[src/logic/lfs_pkg.sv]
// Package holding register map, field layout and timing of the fault bank.
package lfs_pkg;

    // Register offsets on the UART command register port.
    localparam logic [7:0] ADDR_FLT_CONFIG  = 8'h4d;
    localparam logic [7:0] ADDR_SHORT_LO    = 8'h4e;
    localparam logic [7:0] ADDR_SHORT_HI    = 8'h4f;
    localparam logic [7:0] ADDR_OPEN_LO     = 8'h51;
    localparam logic [7:0] ADDR_OPEN_HI     = 8'h52;
    localparam logic [7:0] ADDR_SINGLE_LO   = 8'h54;
    localparam logic [7:0] ADDR_SINGLE_HI   = 8'h55;
    localparam logic [7:0] ADDR_FAULT_KIND  = 8'h57;
    localparam logic [7:0] ADDR_CRC_ERRORS  = 8'h59;

    // Reset values.
    localparam logic [7:0] RST_FLT_CONFIG   = 8'h63;
    localparam logic [7:0] RST_FAULT_KIND   = 8'h00;
    localparam logic [7:0] RST_CRC_ERRORS   = 8'h00;

    // Field positions in the fault configuration register.
    localparam int POS_SHORT_CUT  = 6;
    localparam int POS_OPEN_CUT   = 5;
    localparam int POS_SINGLE_CUT = 4;

    // Bit positions in the fault kind summary register.
    localparam int POS_ROLLOFF    = 7;
    localparam int POS_CHECKSUM   = 6;
    localparam int POS_SET_PIN    = 5;
    localparam int POS_COMM_TO    = 4;
    localparam int POS_TSHUT      = 3;
    localparam int POS_ANY_SINGLE = 2;
    localparam int POS_ANY_SHORT  = 1;
    localparam int POS_ANY_OPEN   = 0;

    // Channel count and half-register width.
    localparam int CHANNELS = 12;
    localparam int HALF     = 6;

    // Saturation value of the CRC error counter.
    localparam logic [7:0] CRC_MAX = 8'hff;

    // Fault report delay: base time and clock rate.
    localparam int BASE_DELAY_NS = 32000;
    localparam int CLK_PERIOD_NS = 20;
    localparam int BASE_CYCLES   = BASE_DELAY_NS / CLK_PERIOD_NS;
    // Long codes are 0.125 s upward.
    localparam int LONG_DELAY_NS = 125000000;
    localparam int LONG_CYCLES   = LONG_DELAY_NS / CLK_PERIOD_NS;
    localparam int DELAY_W       = 26;

    // Register port request.
    typedef struct packed {
        logic       wr;
        logic       rd;
        logic [7:0] addr;
        logic [7:0] wdata;
    } lfs_req_s;

    // Per-channel raw fault levels from the analog detectors.
    typedef struct packed {
        logic [CHANNELS-1:0] short_s;
        logic [CHANNELS-1:0] open_s;
        logic [CHANNELS-1:0] single_s;
    } lfs_chan_s;

    // Device-wide event and level inputs.
    typedef struct packed {
        logic rolloff;
        logic checksum_fail;
        logic set_pin_short;
        logic comm_timeout;
        logic tshut;
        logic failsafe3;
        logic crc_err;
        logic comm_reset;
    } lfs_evt_s;

endpackage : lfs_pkg

[src/logic/lfs_fault_bank.sv]
// Fault status, current-cut control and CRC error count register bank.
`timescale 1ns/1ps
// Summary of operation
// RULE_01: Single-short cut bit reduces faulted channel current.
// RULE_02: String-short cut bit reduces shorted channel current.
// RULE_03: String-open cut bit reduces open channel current.
// RULE_04: Twelve per-channel string short flags kept.
// RULE_05: Twelve per-channel string open flags kept.
// RULE_06: Twelve per-channel single LED short flags kept.
// RULE_07: Summary register bit order rolloff to open.
// RULE_08: Rolloff flag set on thermal rolloff.
// RULE_09: Set-pin short flag set on detection.
// RULE_10: Checksum flag set on bad frame.
// RULE_11: Timeout flag set on watchdog expiry.
// RULE_12: Shutdown flag set on thermal shutdown.
// RULE_13: Any-single flag is OR of channels.
// RULE_14: Any-short flag set by any channel.
// RULE_15: Any-open flag set by any channel.
// RULE_16: Fail-safe mode three forces any-open flag.
// RULE_17: CRC counter increments per errored frame.
// RULE_18: CRC counter saturates at all ones.
// RULE_19: Communications reset leaves counter alone.
// RULE_20: Host may write any counter value.
// RULE_21: Host clears count by writing zero.
// RULE_22: Four-bit delay code qualifies fault persistence.
// RULE_23: Flags stick until host writes zero.
module lfs_fault_bank #(
    parameter int LONG_CYC = lfs_pkg::LONG_CYCLES  // Cycles for 0.125 s.
) (
    input  wire logic                     ref_clk_i,
    input  wire logic                     rstn_i,
    input  wire lfs_pkg::lfs_req_s        req_i,
    input  wire lfs_pkg::lfs_chan_s       chan_i,
    input  wire lfs_pkg::lfs_evt_s        evt_i,
    output logic [7:0]                    rdata_o,
    output logic                          rvalid_o,
    output logic [lfs_pkg::CHANNELS-1:0]  current_cut_o
);

    localparam int CH = lfs_pkg::CHANNELS;
    localparam int DW = lfs_pkg::DELAY_W;

    // Two-stage synchronisers for the asynchronous detector levels.
    lfs_pkg::lfs_chan_s chan_s1_reg, chan_s2_reg;
    lfs_pkg::lfs_evt_s  evt_s1_reg,  evt_s2_reg;

    // Registers visible to the host.
    logic [7:0]    cfg_reg,    cfg_next;      // Cut bits and delay code.
    logic [CH-1:0] short_reg,  short_next;    // Sticky string short flags.
    logic [CH-1:0] open_reg,   open_next;     // Sticky string open flags.
    logic [CH-1:0] single_reg, single_next;   // Sticky single short flags.
    logic [7:0]    kind_reg,   kind_next;     // Fault kind summary.
    logic [7:0]    crc_reg,    crc_next;      // CRC error count.

    // Persistence timers, one per channel and fault type.
    logic [DW-1:0] tmr_reg  [3*CH];
    logic [DW-1:0] tmr_next [3*CH];
    logic [3*CH-1:0] qual;                    // Fault has persisted.

    // Delayed copy of the CRC error level for edge detection.
    logic crc_d_reg;

    // Output registers.
    logic [7:0]    rdata_reg, rdata_next;
    logic          rvalid_reg;
    logic [CH-1:0] cut_reg,   cut_next;

    // Persistence limit in cycles for a delay code.
    function automatic logic [DW-1:0] delay_cycles(input logic [3:0] code);
        logic [DW-1:0] c;
        c = '0;
        if (code < 4'hc) begin
            c = DW'(lfs_pkg::BASE_CYCLES) << code;       // [RULE_22]
        end else begin
            c = DW'(LONG_CYC) << (code - 4'hc);          // [RULE_22]
        end
        return c;
    endfunction : delay_cycles

    // Synchronise detector and event inputs; only stage two reads stage one.
    always_ff @(posedge ref_clk_i or negedge rstn_i) begin
        if (!rstn_i) begin
            chan_s1_reg <= '0;
            chan_s2_reg <= '0;
            evt_s1_reg  <= '0;
            evt_s2_reg  <= '0;
            crc_d_reg   <= 1'b0;
        end else begin
            chan_s1_reg <= chan_i;
            chan_s2_reg <= chan_s1_reg;
            evt_s1_reg  <= evt_i;
            evt_s2_reg  <= evt_s1_reg;
            crc_d_reg   <= evt_s2_reg.crc_err;
        end
    end

    // Persistence timers count while a raw fault stays present; a glitch
    // shorter than the selected delay never reaches a flag.
    logic [3*CH-1:0] raw;
    assign raw = {chan_s2_reg.single_s, chan_s2_reg.open_s,
                  chan_s2_reg.short_s};

    genvar g;
    generate
        for (g = 0; g < 3*CH; g++) begin : g_tmr
            always_comb begin
                tmr_next[g] = '0;
                qual[g]     = 1'b0;
                if (raw[g]) begin
                    if (tmr_reg[g] >= delay_cycles(cfg_reg[3:0]) - 1'b1) begin
                        tmr_next[g] = tmr_reg[g];
                        qual[g]     = 1'b1;              // [RULE_22]
                    end else begin
                        tmr_next[g] = tmr_reg[g] + 1'b1;
                    end
                end
            end
            always_ff @(posedge ref_clk_i or negedge rstn_i) begin
                if (!rstn_i) begin
                    tmr_reg[g] <= '0;
                end else begin
                    tmr_reg[g] <= tmr_next[g];
                end
            end
        end
    endgenerate

    // Register file next values: host writes clear flag bits, hardware flag sets
    // win over a clear arriving in the same cycle; config and count load the write.
    always_comb begin
        logic          wr_cfg, wr_kind, wr_crc;
        logic [CH-1:0] wmask_s, wmask_o, wmask_l;
        logic          crc_evt;
        wr_cfg  = req_i.wr && req_i.addr == lfs_pkg::ADDR_FLT_CONFIG;
        wr_kind = req_i.wr && req_i.addr == lfs_pkg::ADDR_FAULT_KIND;
        wr_crc  = req_i.wr && req_i.addr == lfs_pkg::ADDR_CRC_ERRORS;
        // Only a rising edge of the error level counts as a new error.
        crc_evt = evt_s2_reg.crc_err && !crc_d_reg;
        wmask_s = short_reg;
        wmask_o = open_reg;
        wmask_l = single_reg;
        // Written flag bytes keep only bits written as one.
        if (req_i.wr && req_i.addr == lfs_pkg::ADDR_SHORT_LO)
            wmask_s[5:0]  = short_reg[5:0] & req_i.wdata[5:0];
        if (req_i.wr && req_i.addr == lfs_pkg::ADDR_SHORT_HI)
            wmask_s[11:6] = short_reg[11:6] & req_i.wdata[5:0];
        if (req_i.wr && req_i.addr == lfs_pkg::ADDR_OPEN_LO)
            wmask_o[5:0]  = open_reg[5:0] & req_i.wdata[5:0];
        if (req_i.wr && req_i.addr == lfs_pkg::ADDR_OPEN_HI)
            wmask_o[11:6] = open_reg[11:6] & req_i.wdata[5:0];
        if (req_i.wr && req_i.addr == lfs_pkg::ADDR_SINGLE_LO)
            wmask_l[5:0]  = single_reg[5:0] & req_i.wdata[5:0];
        if (req_i.wr && req_i.addr == lfs_pkg::ADDR_SINGLE_HI)
            wmask_l[11:6] = single_reg[11:6] & req_i.wdata[5:0];
        short_next  = wmask_s | qual[CH-1:0];            // [RULE_04] [RULE_23]
        open_next   = wmask_o | qual[2*CH-1:CH];         // [RULE_05] [RULE_23]
        single_next = wmask_l | qual[3*CH-1:2*CH];       // [RULE_06] [RULE_23]

        cfg_next = wr_cfg ? {1'b0, req_i.wdata[6:0]} : cfg_reg;

        // Summary flags: host write clears, sources set.
        kind_next = wr_kind ? (kind_reg & req_i.wdata) : kind_reg;
        kind_next[lfs_pkg::POS_ROLLOFF]   |= evt_s2_reg.rolloff;     // [RULE_08]
        kind_next[lfs_pkg::POS_CHECKSUM]  |= evt_s2_reg.checksum_fail; // [RULE_10]
        kind_next[lfs_pkg::POS_SET_PIN]   |= evt_s2_reg.set_pin_short; // [RULE_09]
        kind_next[lfs_pkg::POS_COMM_TO]   |= evt_s2_reg.comm_timeout;  // [RULE_11]
        kind_next[lfs_pkg::POS_TSHUT]     |= evt_s2_reg.tshut;       // [RULE_12]
        kind_next[lfs_pkg::POS_ANY_SINGLE] |= |short_or(single_next); // [RULE_13]
        kind_next[lfs_pkg::POS_ANY_SHORT] |= |short_next;            // [RULE_14]
        kind_next[lfs_pkg::POS_ANY_OPEN]  |= |open_next              // [RULE_15]
                                           | evt_s2_reg.failsafe3;   // [RULE_16]

        // CRC counter counts rising edges of the error event and ignores
        // the communications reset; the host write wins over an edge.
        crc_next = crc_reg;
        if (wr_crc) begin
            crc_next = req_i.wdata;                      // [RULE_20] [RULE_21]
        end else if (crc_evt && crc_reg != lfs_pkg::CRC_MAX) begin
            crc_next = crc_reg + 8'h01;                  // [RULE_17] [RULE_18]
        end                                              // [RULE_19]
    end

    // Identity helper kept separate so the OR reduction reads clearly.
    function automatic logic [CH-1:0] short_or(input logic [CH-1:0] v);
        return v;
    endfunction : short_or

    // Read mux and current-cut outputs.
    always_comb begin
        unique case (req_i.addr)
            lfs_pkg::ADDR_FLT_CONFIG: rdata_next = cfg_reg;
            lfs_pkg::ADDR_SHORT_LO:   rdata_next = {2'b00, short_reg[5:0]};
            lfs_pkg::ADDR_SHORT_HI:   rdata_next = {2'b00, short_reg[11:6]};
            lfs_pkg::ADDR_OPEN_LO:    rdata_next = {2'b00, open_reg[5:0]};
            lfs_pkg::ADDR_OPEN_HI:    rdata_next = {2'b00, open_reg[11:6]};
            lfs_pkg::ADDR_SINGLE_LO:  rdata_next = {2'b00, single_reg[5:0]};
            lfs_pkg::ADDR_SINGLE_HI:  rdata_next = {2'b00, single_reg[11:6]};
            lfs_pkg::ADDR_FAULT_KIND: rdata_next = kind_reg;   // [RULE_07]
            lfs_pkg::ADDR_CRC_ERRORS: rdata_next = crc_reg;
            default:                  rdata_next = 8'h00;
        endcase
        // A channel is cut only while its flag is set and its cut bit is on.
        cut_next = ({CH{cfg_reg[lfs_pkg::POS_SINGLE_CUT]}} & single_reg) // [RULE_01]
                 | ({CH{cfg_reg[lfs_pkg::POS_SHORT_CUT]}}  & short_reg)  // [RULE_02]
                 | ({CH{cfg_reg[lfs_pkg::POS_OPEN_CUT]}}   & open_reg);  // [RULE_03]
    end

    // Register state.
    always_ff @(posedge ref_clk_i or negedge rstn_i) begin
        if (!rstn_i) begin
            cfg_reg    <= lfs_pkg::RST_FLT_CONFIG;
            short_reg  <= '0;
            open_reg   <= '0;
            single_reg <= '0;
            kind_reg   <= lfs_pkg::RST_FAULT_KIND;
            crc_reg    <= lfs_pkg::RST_CRC_ERRORS;
            rdata_reg  <= 8'h00;
            rvalid_reg <= 1'b0;
            cut_reg    <= '0;
        end else begin
            cfg_reg    <= cfg_next;
            short_reg  <= short_next;
            open_reg   <= open_next;
            single_reg <= single_next;
            kind_reg   <= kind_next;
            crc_reg    <= crc_next;
            rdata_reg  <= req_i.rd ? rdata_next : rdata_reg;
            rvalid_reg <= req_i.rd;
            cut_reg    <= cut_next;
        end
    end

    assign rdata_o       = rdata_reg;
    assign rvalid_o      = rvalid_reg;
    assign current_cut_o = cut_reg;

endmodule : lfs_fault_bank

[config.mk]
export PLATFORM = sky130hd
export DESIGN_NAME = lfs_fault_bank
export DESIGN_NICKNAME = d
export VERILOG_FILES = /design/src/logic/lfs_pkg.sv /design/src/logic/lfs_fault_bank.sv
export SDC_FILE = /design/constraint.sdc
export NUM_CORES = 2
export LEC_CHECK = 0
export CORE_ASPECT_RATIO = 0.9
export CORE_MARGIN = 1.5
export CORE_UTILIZATION = 55
export DETAILED_ROUTE_END_ITERATION = 10
export DONT_BUFFER_PORTS = 1
export HOLD_SLACK_MARGIN = 0.1
export PLACE_DENSITY = 0.8
export SLEW_MARGIN = 20
export SYNTH_ARGS = -nofsm -noshare
export SYNTH_HDL_FRONTEND = slang
export SYNTH_SLANG_ARGS = --single-unit
[constraint.sdc]
create_clock -name ref_clk_i -period 10.02 [get_ports ref_clk_i]
set_clock_uncertainty 0.1 [all_clocks]
set_input_delay 0 -clock ref_clk_i [delete_from_list [all_inputs] [get_ports ref_clk_i]]
set_output_delay 0 -clock ref_clk_i [all_outputs]
set_load 0.02 [all_outputs]
# --- After elaboration in Yosys (flattened, before gate mapping) ---
# Index checks and enable logic that the tools add are counted.
op_classes:
  add_sub_neg: 74
  bitwise_logic: 24
  reduce_logical: 16
  n_shift: 2
  order_cmp: 37
  n_eq_ne: 46
  n_mux: 191
ops:
  columns: ["op", "count"]
  rows:
  - ["two-way mux 26 bit", 109]
  - ["adder 26 x 1 -> 26 bit (second input constant)", 36]
  - [">= comparator 26 bit", 36]
  - ["subtractor 26 x 1 -> 26 bit (second input constant)", 36]
  - ["equality test 8 x 7 -> 1 bit (second input constant)", 9]
  - ["two-way mux 1 bit", 72]
  - ["!= test 2 bit (second input constant)", 36]
  - ["one-hot mux 8 bit (9 select lines)", 1]
  - ["OR 12 bit", 5]
  - ["AND 12 bit", 3]
  - ["AND 6 bit", 6]
  - ["two-way mux 6 bit", 6]
  - ["OR reduction 12 bit", 3]
  - ["<< shifter 11 x 4 -> 26 bit (first input constant)", 1]
  - ["<< shifter 23 x 4 -> 26 bit (first input constant)", 1]
  - ["two-way mux 8 bit", 3]
  - ["logical AND 1 bit", 11]
  - ["OR 1 bit", 9]
  - ["adder 8 x 1 -> 8 bit (second input constant)", 1]
  - ["AND 8 bit", 1]
  - ["!= test 8 bit (second input constant)", 1]
  - ["< comparator 4 bit (second input constant)", 1]
  - ["subtractor 4 bit (second input constant)", 1]
  - ["nonzero test 2 bit", 1]
  - ["zero test 1 bit", 1]
word_totals:
  reg_bits: 1103
  out_inout_bits: 21
  in_bits: 64
  word_cells: 456

# --- Longest topological paths before layout ---
depth:
  ltp_word: 12
  depth_mapped: 27
  ltp_nobuf: 23

# --- Worst setup path before layout ---
# No wires, ideal clock.
synth_path:
  path_type: "register to register"
  startpoint: "reg cfg_reg[1]"
  endpoint: "reg tmr_reg[645] (netlist bit)"
  path_buffers: 5
  arrival_time_ns: 7.739
  stages_incl_launch_ff: 27
  period_less_slack_ns: 7.917
  path_slack_ns: 2.103
  required_ns: 9.842
  setup_ns: 0.078
  cell_sequence: "dfstp_2 buf_2 inv_1 ha_1 buf_2 mux2i_1 o22ai_1 nand4bb_1 buf_2 or4b_1 buf_2 xnor2_1 ha_1 and4_1 o2111ai_1 a21oi_1 or3_1 maj3_2 a211oi_2 nor4_1 a2111oi_2 nor3_1 a311o_1 or3_1 buf_2 or3_1 a21boi_1"
synth_between:
  elab_chain_cells: 7
  word_cells_on_any_way: 9
  cone_classes: "2 x add/sub; 2 x order compare; 1 x eq/ne; 2 x shift; 2 x mux"
synth_lines:
  columns: ["item", "line", "source"]
  rows:
  - ["from (decl)", "lfs_fault_bank.sv:48", "logic [7:0] cfg_reg, cfg_next;"]
  - ["from (signal assigned)", "lfs_fault_bank.sv:211", "cfg_reg <= lfs_pkg::RST_FLT_CONFIG;"]
  - ["from (signal assigned)", "lfs_fault_bank.sv:221", "cfg_reg <= cfg_next;"]
  - ["subtractor 4 bit", "lfs_fault_bank.sv:75", "c = DW'(LONG_CYC) << (code - 4'hc);"]
  - ["<< shifter 23 x 4 -> 26 bit", "lfs_fault_bank.sv:75", null]
  - ["two-way mux 26 bit (*)", "lfs_fault_bank.sv:72", "if (code < 4'hc) begin"]
  - ["two-way mux 26 bit (*)", "lfs_fault_bank.sv:109", "if (raw[g]) begin"]
  - ["subtractor 26 x 1 -> 26 bit (*)", "lfs_fault_bank.sv:110", "if (tmr_reg[g] >= delay_cycles(cfg_reg[3:0]) - 1'b1) begin"]
  - [">= comparator 26 bit (*)", "lfs_fault_bank.sv:110", null]
  - ["!= test 2 bit (no source line) (*)", null, null]
  - ["to (signal, indexed assignment)", "lfs_fault_bank.sv:122", "tmr_reg[g] <= tmr_next[g];"]
  - ["to (decl)", "lfs_fault_bank.sv:56", "logic [DW-1:0] tmr_reg [3*CH];"]
# Mark *: on every way between the ends. The rest lies on a longest branch, timed or not. The select of a mux whose other input is x is not followed.
# A chain may end at the register's enable or synchronous reset.

# --- Worst setup path in the final report ---
layout_path:
  startpoint: "reg cfg_reg[3]"
  endpoint: "reg tmr_reg[649] (netlist bit)"
# The elaborated chain is that of the path after synthesis.

==> flow_metrics.tcl <==
set metrics [dict create \
    outcome "finished clean" \
    setup_tns_ns 0 \
    drc 0 \
    holdCritPathClass "input pin to flip-flop" \
    fin_ws_ns 1.312 \
    path_max_fanout 26 \
    area_growth_pct 11.10 \
    slew_viol_final 0 \
    path_clk_slew_ns 0.06 \
    core_mm2 0.1254 \
    grt_pass1_vias 56857 \
    worstPathCellList "ha_1, nor2b_1, nand2_1, ha_4, nand4_1, nor2_1, xor2_4, ha_1, and4_1, o2111ai_1, a21oi_1, or3_1, maj3_2, a211oi_2, nor4_1, a2111oi_2, nor3_1, a311o_1, or3_1, or3_1, a21boi_0" \
    wl_per_cell_um 21.34 \
    synth_area_mm2 0.06984 \
    portBuffers 0 \
    crit_path_frequent_cell "or3_1" \
    start_util 0.5568 \
    grt_pass1_wl_um 312700 \
    slew_headroom 0.1632 \
    clockPowerShare 0.463 \
    arrival_ns 9.28 \
    critical_path_required_ns 10.59 \
    die-width_um 378.6 \
    fin_crit_ns 8.708 \
    regToRegSetupSlack_ns 1.31 \
    fin_hold_ws_ns 0.2036 \
    yosysUniqueCellTypes 125 \
    async_reset_ff_frac 1.000 \
    cap_viol_max_count 0 \
    postSynthAreaPerCell_um2 9.425 \
    startpoint_type "flip-flop" \
    rsz0062_at_grt "no" \
    antenna_found_initial 13 \
    vias 58151 \
    combPwrFrac 0.100 \
    gp_congestion 0.9677 \
    ir_drop_uv 226.8 \
    num_io_pins 85 \
    clock_latency_ns 0.78 \
    drt_iter0_markers 5942 \
    die_h_um 341.1 \
    switching_share 0.2636 \
    n_fill_cell 9971 \
    slowest_stage "ha_1" \
    period_share 0.8691 \
    setup_viol 0 \
    ys.flop_type "dfrtp_1" \
    cp.buffers_inverters 0 \
    ys_seq_area_frac 0.3953 \
    fmax_ghz 0.1148 \
    globalRouteOverflowTotal 0 \
    drt.antenna.violating_nets 0 \
    cts_sinks 1103 \
    synth_warnings 0 \
    num-nets-final 8103 \
    dp_hpwl_um 125600 \
    hold_viol_final 0 \
    numCtsBuffers 119 \
    p_total_mw 10.66 \
    routed_wl_um 198000 \
    power.density_mw_per_mm2 137.3 \
    preCtsSetupSlack_ns 1.473 \
    firstDrtPassIters 9 \
    cp-end-kind "flip-flop" \
    die_area_mm2 0.1291 \
    synth_cells 7410 \
    crit_family "simple AND/OR/NAND/NOR gates" \
    p_leak_nw 34.82 \
    internal_power_mw 7.847 \
    power_switching_mw 2.808 \
    rows 123 \
    synth_edf_count 0 \
    largest_reg_flops 936 \
    layout-drive-gt1-share 0.06048 \
    ctsLongestPathBuffers 3 \
    p_seq_frac 0.438 \
    cts_tree "built" \
    grt_max_degree 161 \
    vias_per_cell 6.268 \
    syn-num-nets 8026 \
    grt_use_total 0.3046 \
    root_buffer "clkbuf_16" \
    tightest_slew_ns 1.242 \
    cts_setup_buffers 0 \
    h-tree-depth 3 \
    critPathKind "flip-flop to flip-flop" \
    synth_seq_cells 1103 \
    max_stage_delay_ns 0.91 \
]
layout by cell type (no fill, tap or decap), drive strengths merged, types with 36 or more instances in the layout:
master and n:
o21ai 376, nand2 483, nor4 53, or3 176, a21boi 89, nor2 715
maj3 67, nand3 377, dlygate4sd3 131, clkbuf 165, a211oi 50, buf 93
nand4 185, ha 552, and4 58, o211ai 46, nor2b 49, inv 210
dfrtp 1099, xnor2 535, a21o 85, mux2i 45, nand2b 45, a221oi 41
a21oi 243, and3 212, xor2 360, and2 370, nor3 129, o21a 36
final cells by class:
type	count	area [um^2]	share of cell area
antenna	2	5.005	0.00006450
clock inverter	58	879.6	0.01134
timing repair buffer	224	2141	0.02759
tap	1687	2111	0.02720
inverter	218	819.5	0.01056
clock buffer	165	3553	0.04580
multi-input combinational	5821	40480	0.5217
sequential	1103	27610	0.3558
logic make-up after synthesis:
kind of cell | count (synthesis) | share of synthesized area
simple gates | 2935 | 0.2175
compound gates | 1316 | 0.1289
flops | 1103 | 0.3953
xor+xnor | 897 | 0.1129
fa+ha+maj | 619 | 0.1087
buf+inv | 486 | 0.02888
mux | 54 | 0.007901
metrics by stage:
stage / utilization / area (um^2) / instances
3_5_place_dp: 0.5724 / 71790 / 8921
3_3_place_gp: 0.5724 / 71790 / 8921
4_1_cts: 0.6184 / 77560 / 9276
5_1_grt: 0.6186 / 77590 / 9277
6_report: 0.6186 / 77590 / 9278
2_1_floorplan: - / 69840 / 7410
path summary, 6_finish.rpt:
check	depth (start not counted)	to	startpoint
worst min-delay path	3	crc_reg[3]$_DFFE_PN0P_	req_i[3]
worst max-delay path	21	tmr_reg[649]$_DFFE_PN0N_	cfg_reg[3]$_DFFE_PN0P_
worst min register to register	0	chan_s2_reg[20]$_DFF_PN0_	chan_s1_reg[20]$_DFF_PN0_
min in group asynchronous	4	tmr_reg[9]$_DFFE_PN0N_	rstn_i
max in group asynchronous	5	tmr_reg[727]$_DFFE_PN0N_	rstn_i
worst max register to register	21	tmr_reg[649]$_DFFE_PN0N_	cfg_reg[3]$_DFFE_PN0P_
worst register-to-register path: cells and delay by family (launching register included):
family | cells | cell delay (ns)
adder cells (fa/ha/maj) | 4 | 1.88
AND/OR/NAND/NOR | 10 | 3.26
AO/OA/AOI/OAI | 6 | 1.66
XOR/XNOR | 1 | 0.85
flip-flops | 1 | 0.88
routing by layer:
metal	GRT usage	wire, um	vias up
li1	-	-	26563
met1	0.4208	83630	28523
met2	0.4583	85960	2481
met3	0.06788	19010	576
met4	0.1341	9311	8
met5	0	46	-
Yosys cell counts, types with 16 or more instances:
| cell type | count | area (um^2) |
|---|---|---|
| a2111oi_0 | 22 | 192.7 |
| a211o_1 | 20 | 175.2 |
| a211oi_1 | 46 | 345.3 |
| a21boi_0 | 74 | 555.5 |
| a21o_1 | 85 | 638.1 |
| a21oi_1 | 239 | 1196 |
| a221o_1 | 18 | 180.2 |
| a221oi_1 | 36 | 315.3 |
| a222oi_1 | 23 | 230.2 |
| a22oi_1 | 30 | 225.2 |
| a31oi_1 | 22 | 137.6 |
| a41o_1 | 22 | 220.2 |
| and2_1 | 368 | 2302 |
| and3_1 | 212 | 1326 |
| and4_1 | 58 | 508.0 |
| buf_1 | 19 | 71.32 |
| buf_2 | 61 | 305.3 |
| clkbuf_1 | 166 | 623.1 |
| dfrtp_1 | 1099 | 27500 |
| ha_1 | 552 | 6907 |
| inv_1 | 206 | 773.2 |
| maj3_1 | 55 | 550.5 |
| mux2i_1 | 45 | 450.4 |
| nand2_1 | 481 | 1805 |
| nand2b_1 | 45 | 281.5 |
| nand3_1 | 372 | 1862 |
| nand4_1 | 185 | 1157 |
| nor2_1 | 711 | 2669 |
| nor2b_1 | 49 | 306.5 |
| nor3_1 | 121 | 605.6 |
| nor4_1 | 46 | 287.8 |
| o2111ai_1 | 24 | 210.2 |
| o211ai_1 | 43 | 322.8 |
| o21a_1 | 36 | 270.3 |
| o21ai_0 | 364 | 1822 |
| o221ai_1 | 16 | 140.1 |
| o22ai_1 | 17 | 106.4 |
| o31ai_1 | 17 | 127.6 |
| or2_2 | 19 | 118.9 |
| or3_1 | 175 | 1095 |
| xnor2_1 | 535 | 4686 |
| xor2_1 | 360 | 3153 |
repair_timing:
item,CTS,global route
resized for setup,0,0
hold endpoints to repair,541,0
hold buffers,132,0
power groups by stage:
stage / clock, mW / sequential [mW] / combinational (mW)
after floorplan: 0 / 4.69 / 0.539
after CTS: 4.96 / 4.66 / 1.04
final: 4.93 / 4.67 / 1.06
after detailed placement: 0 / 4.74 / 0.975
after global placement: 0 / 4.73 / 0.934
after global routing: 5.15 / 4.67 / 1.15
Note: power is estimated with default switching activity, not from simulation.
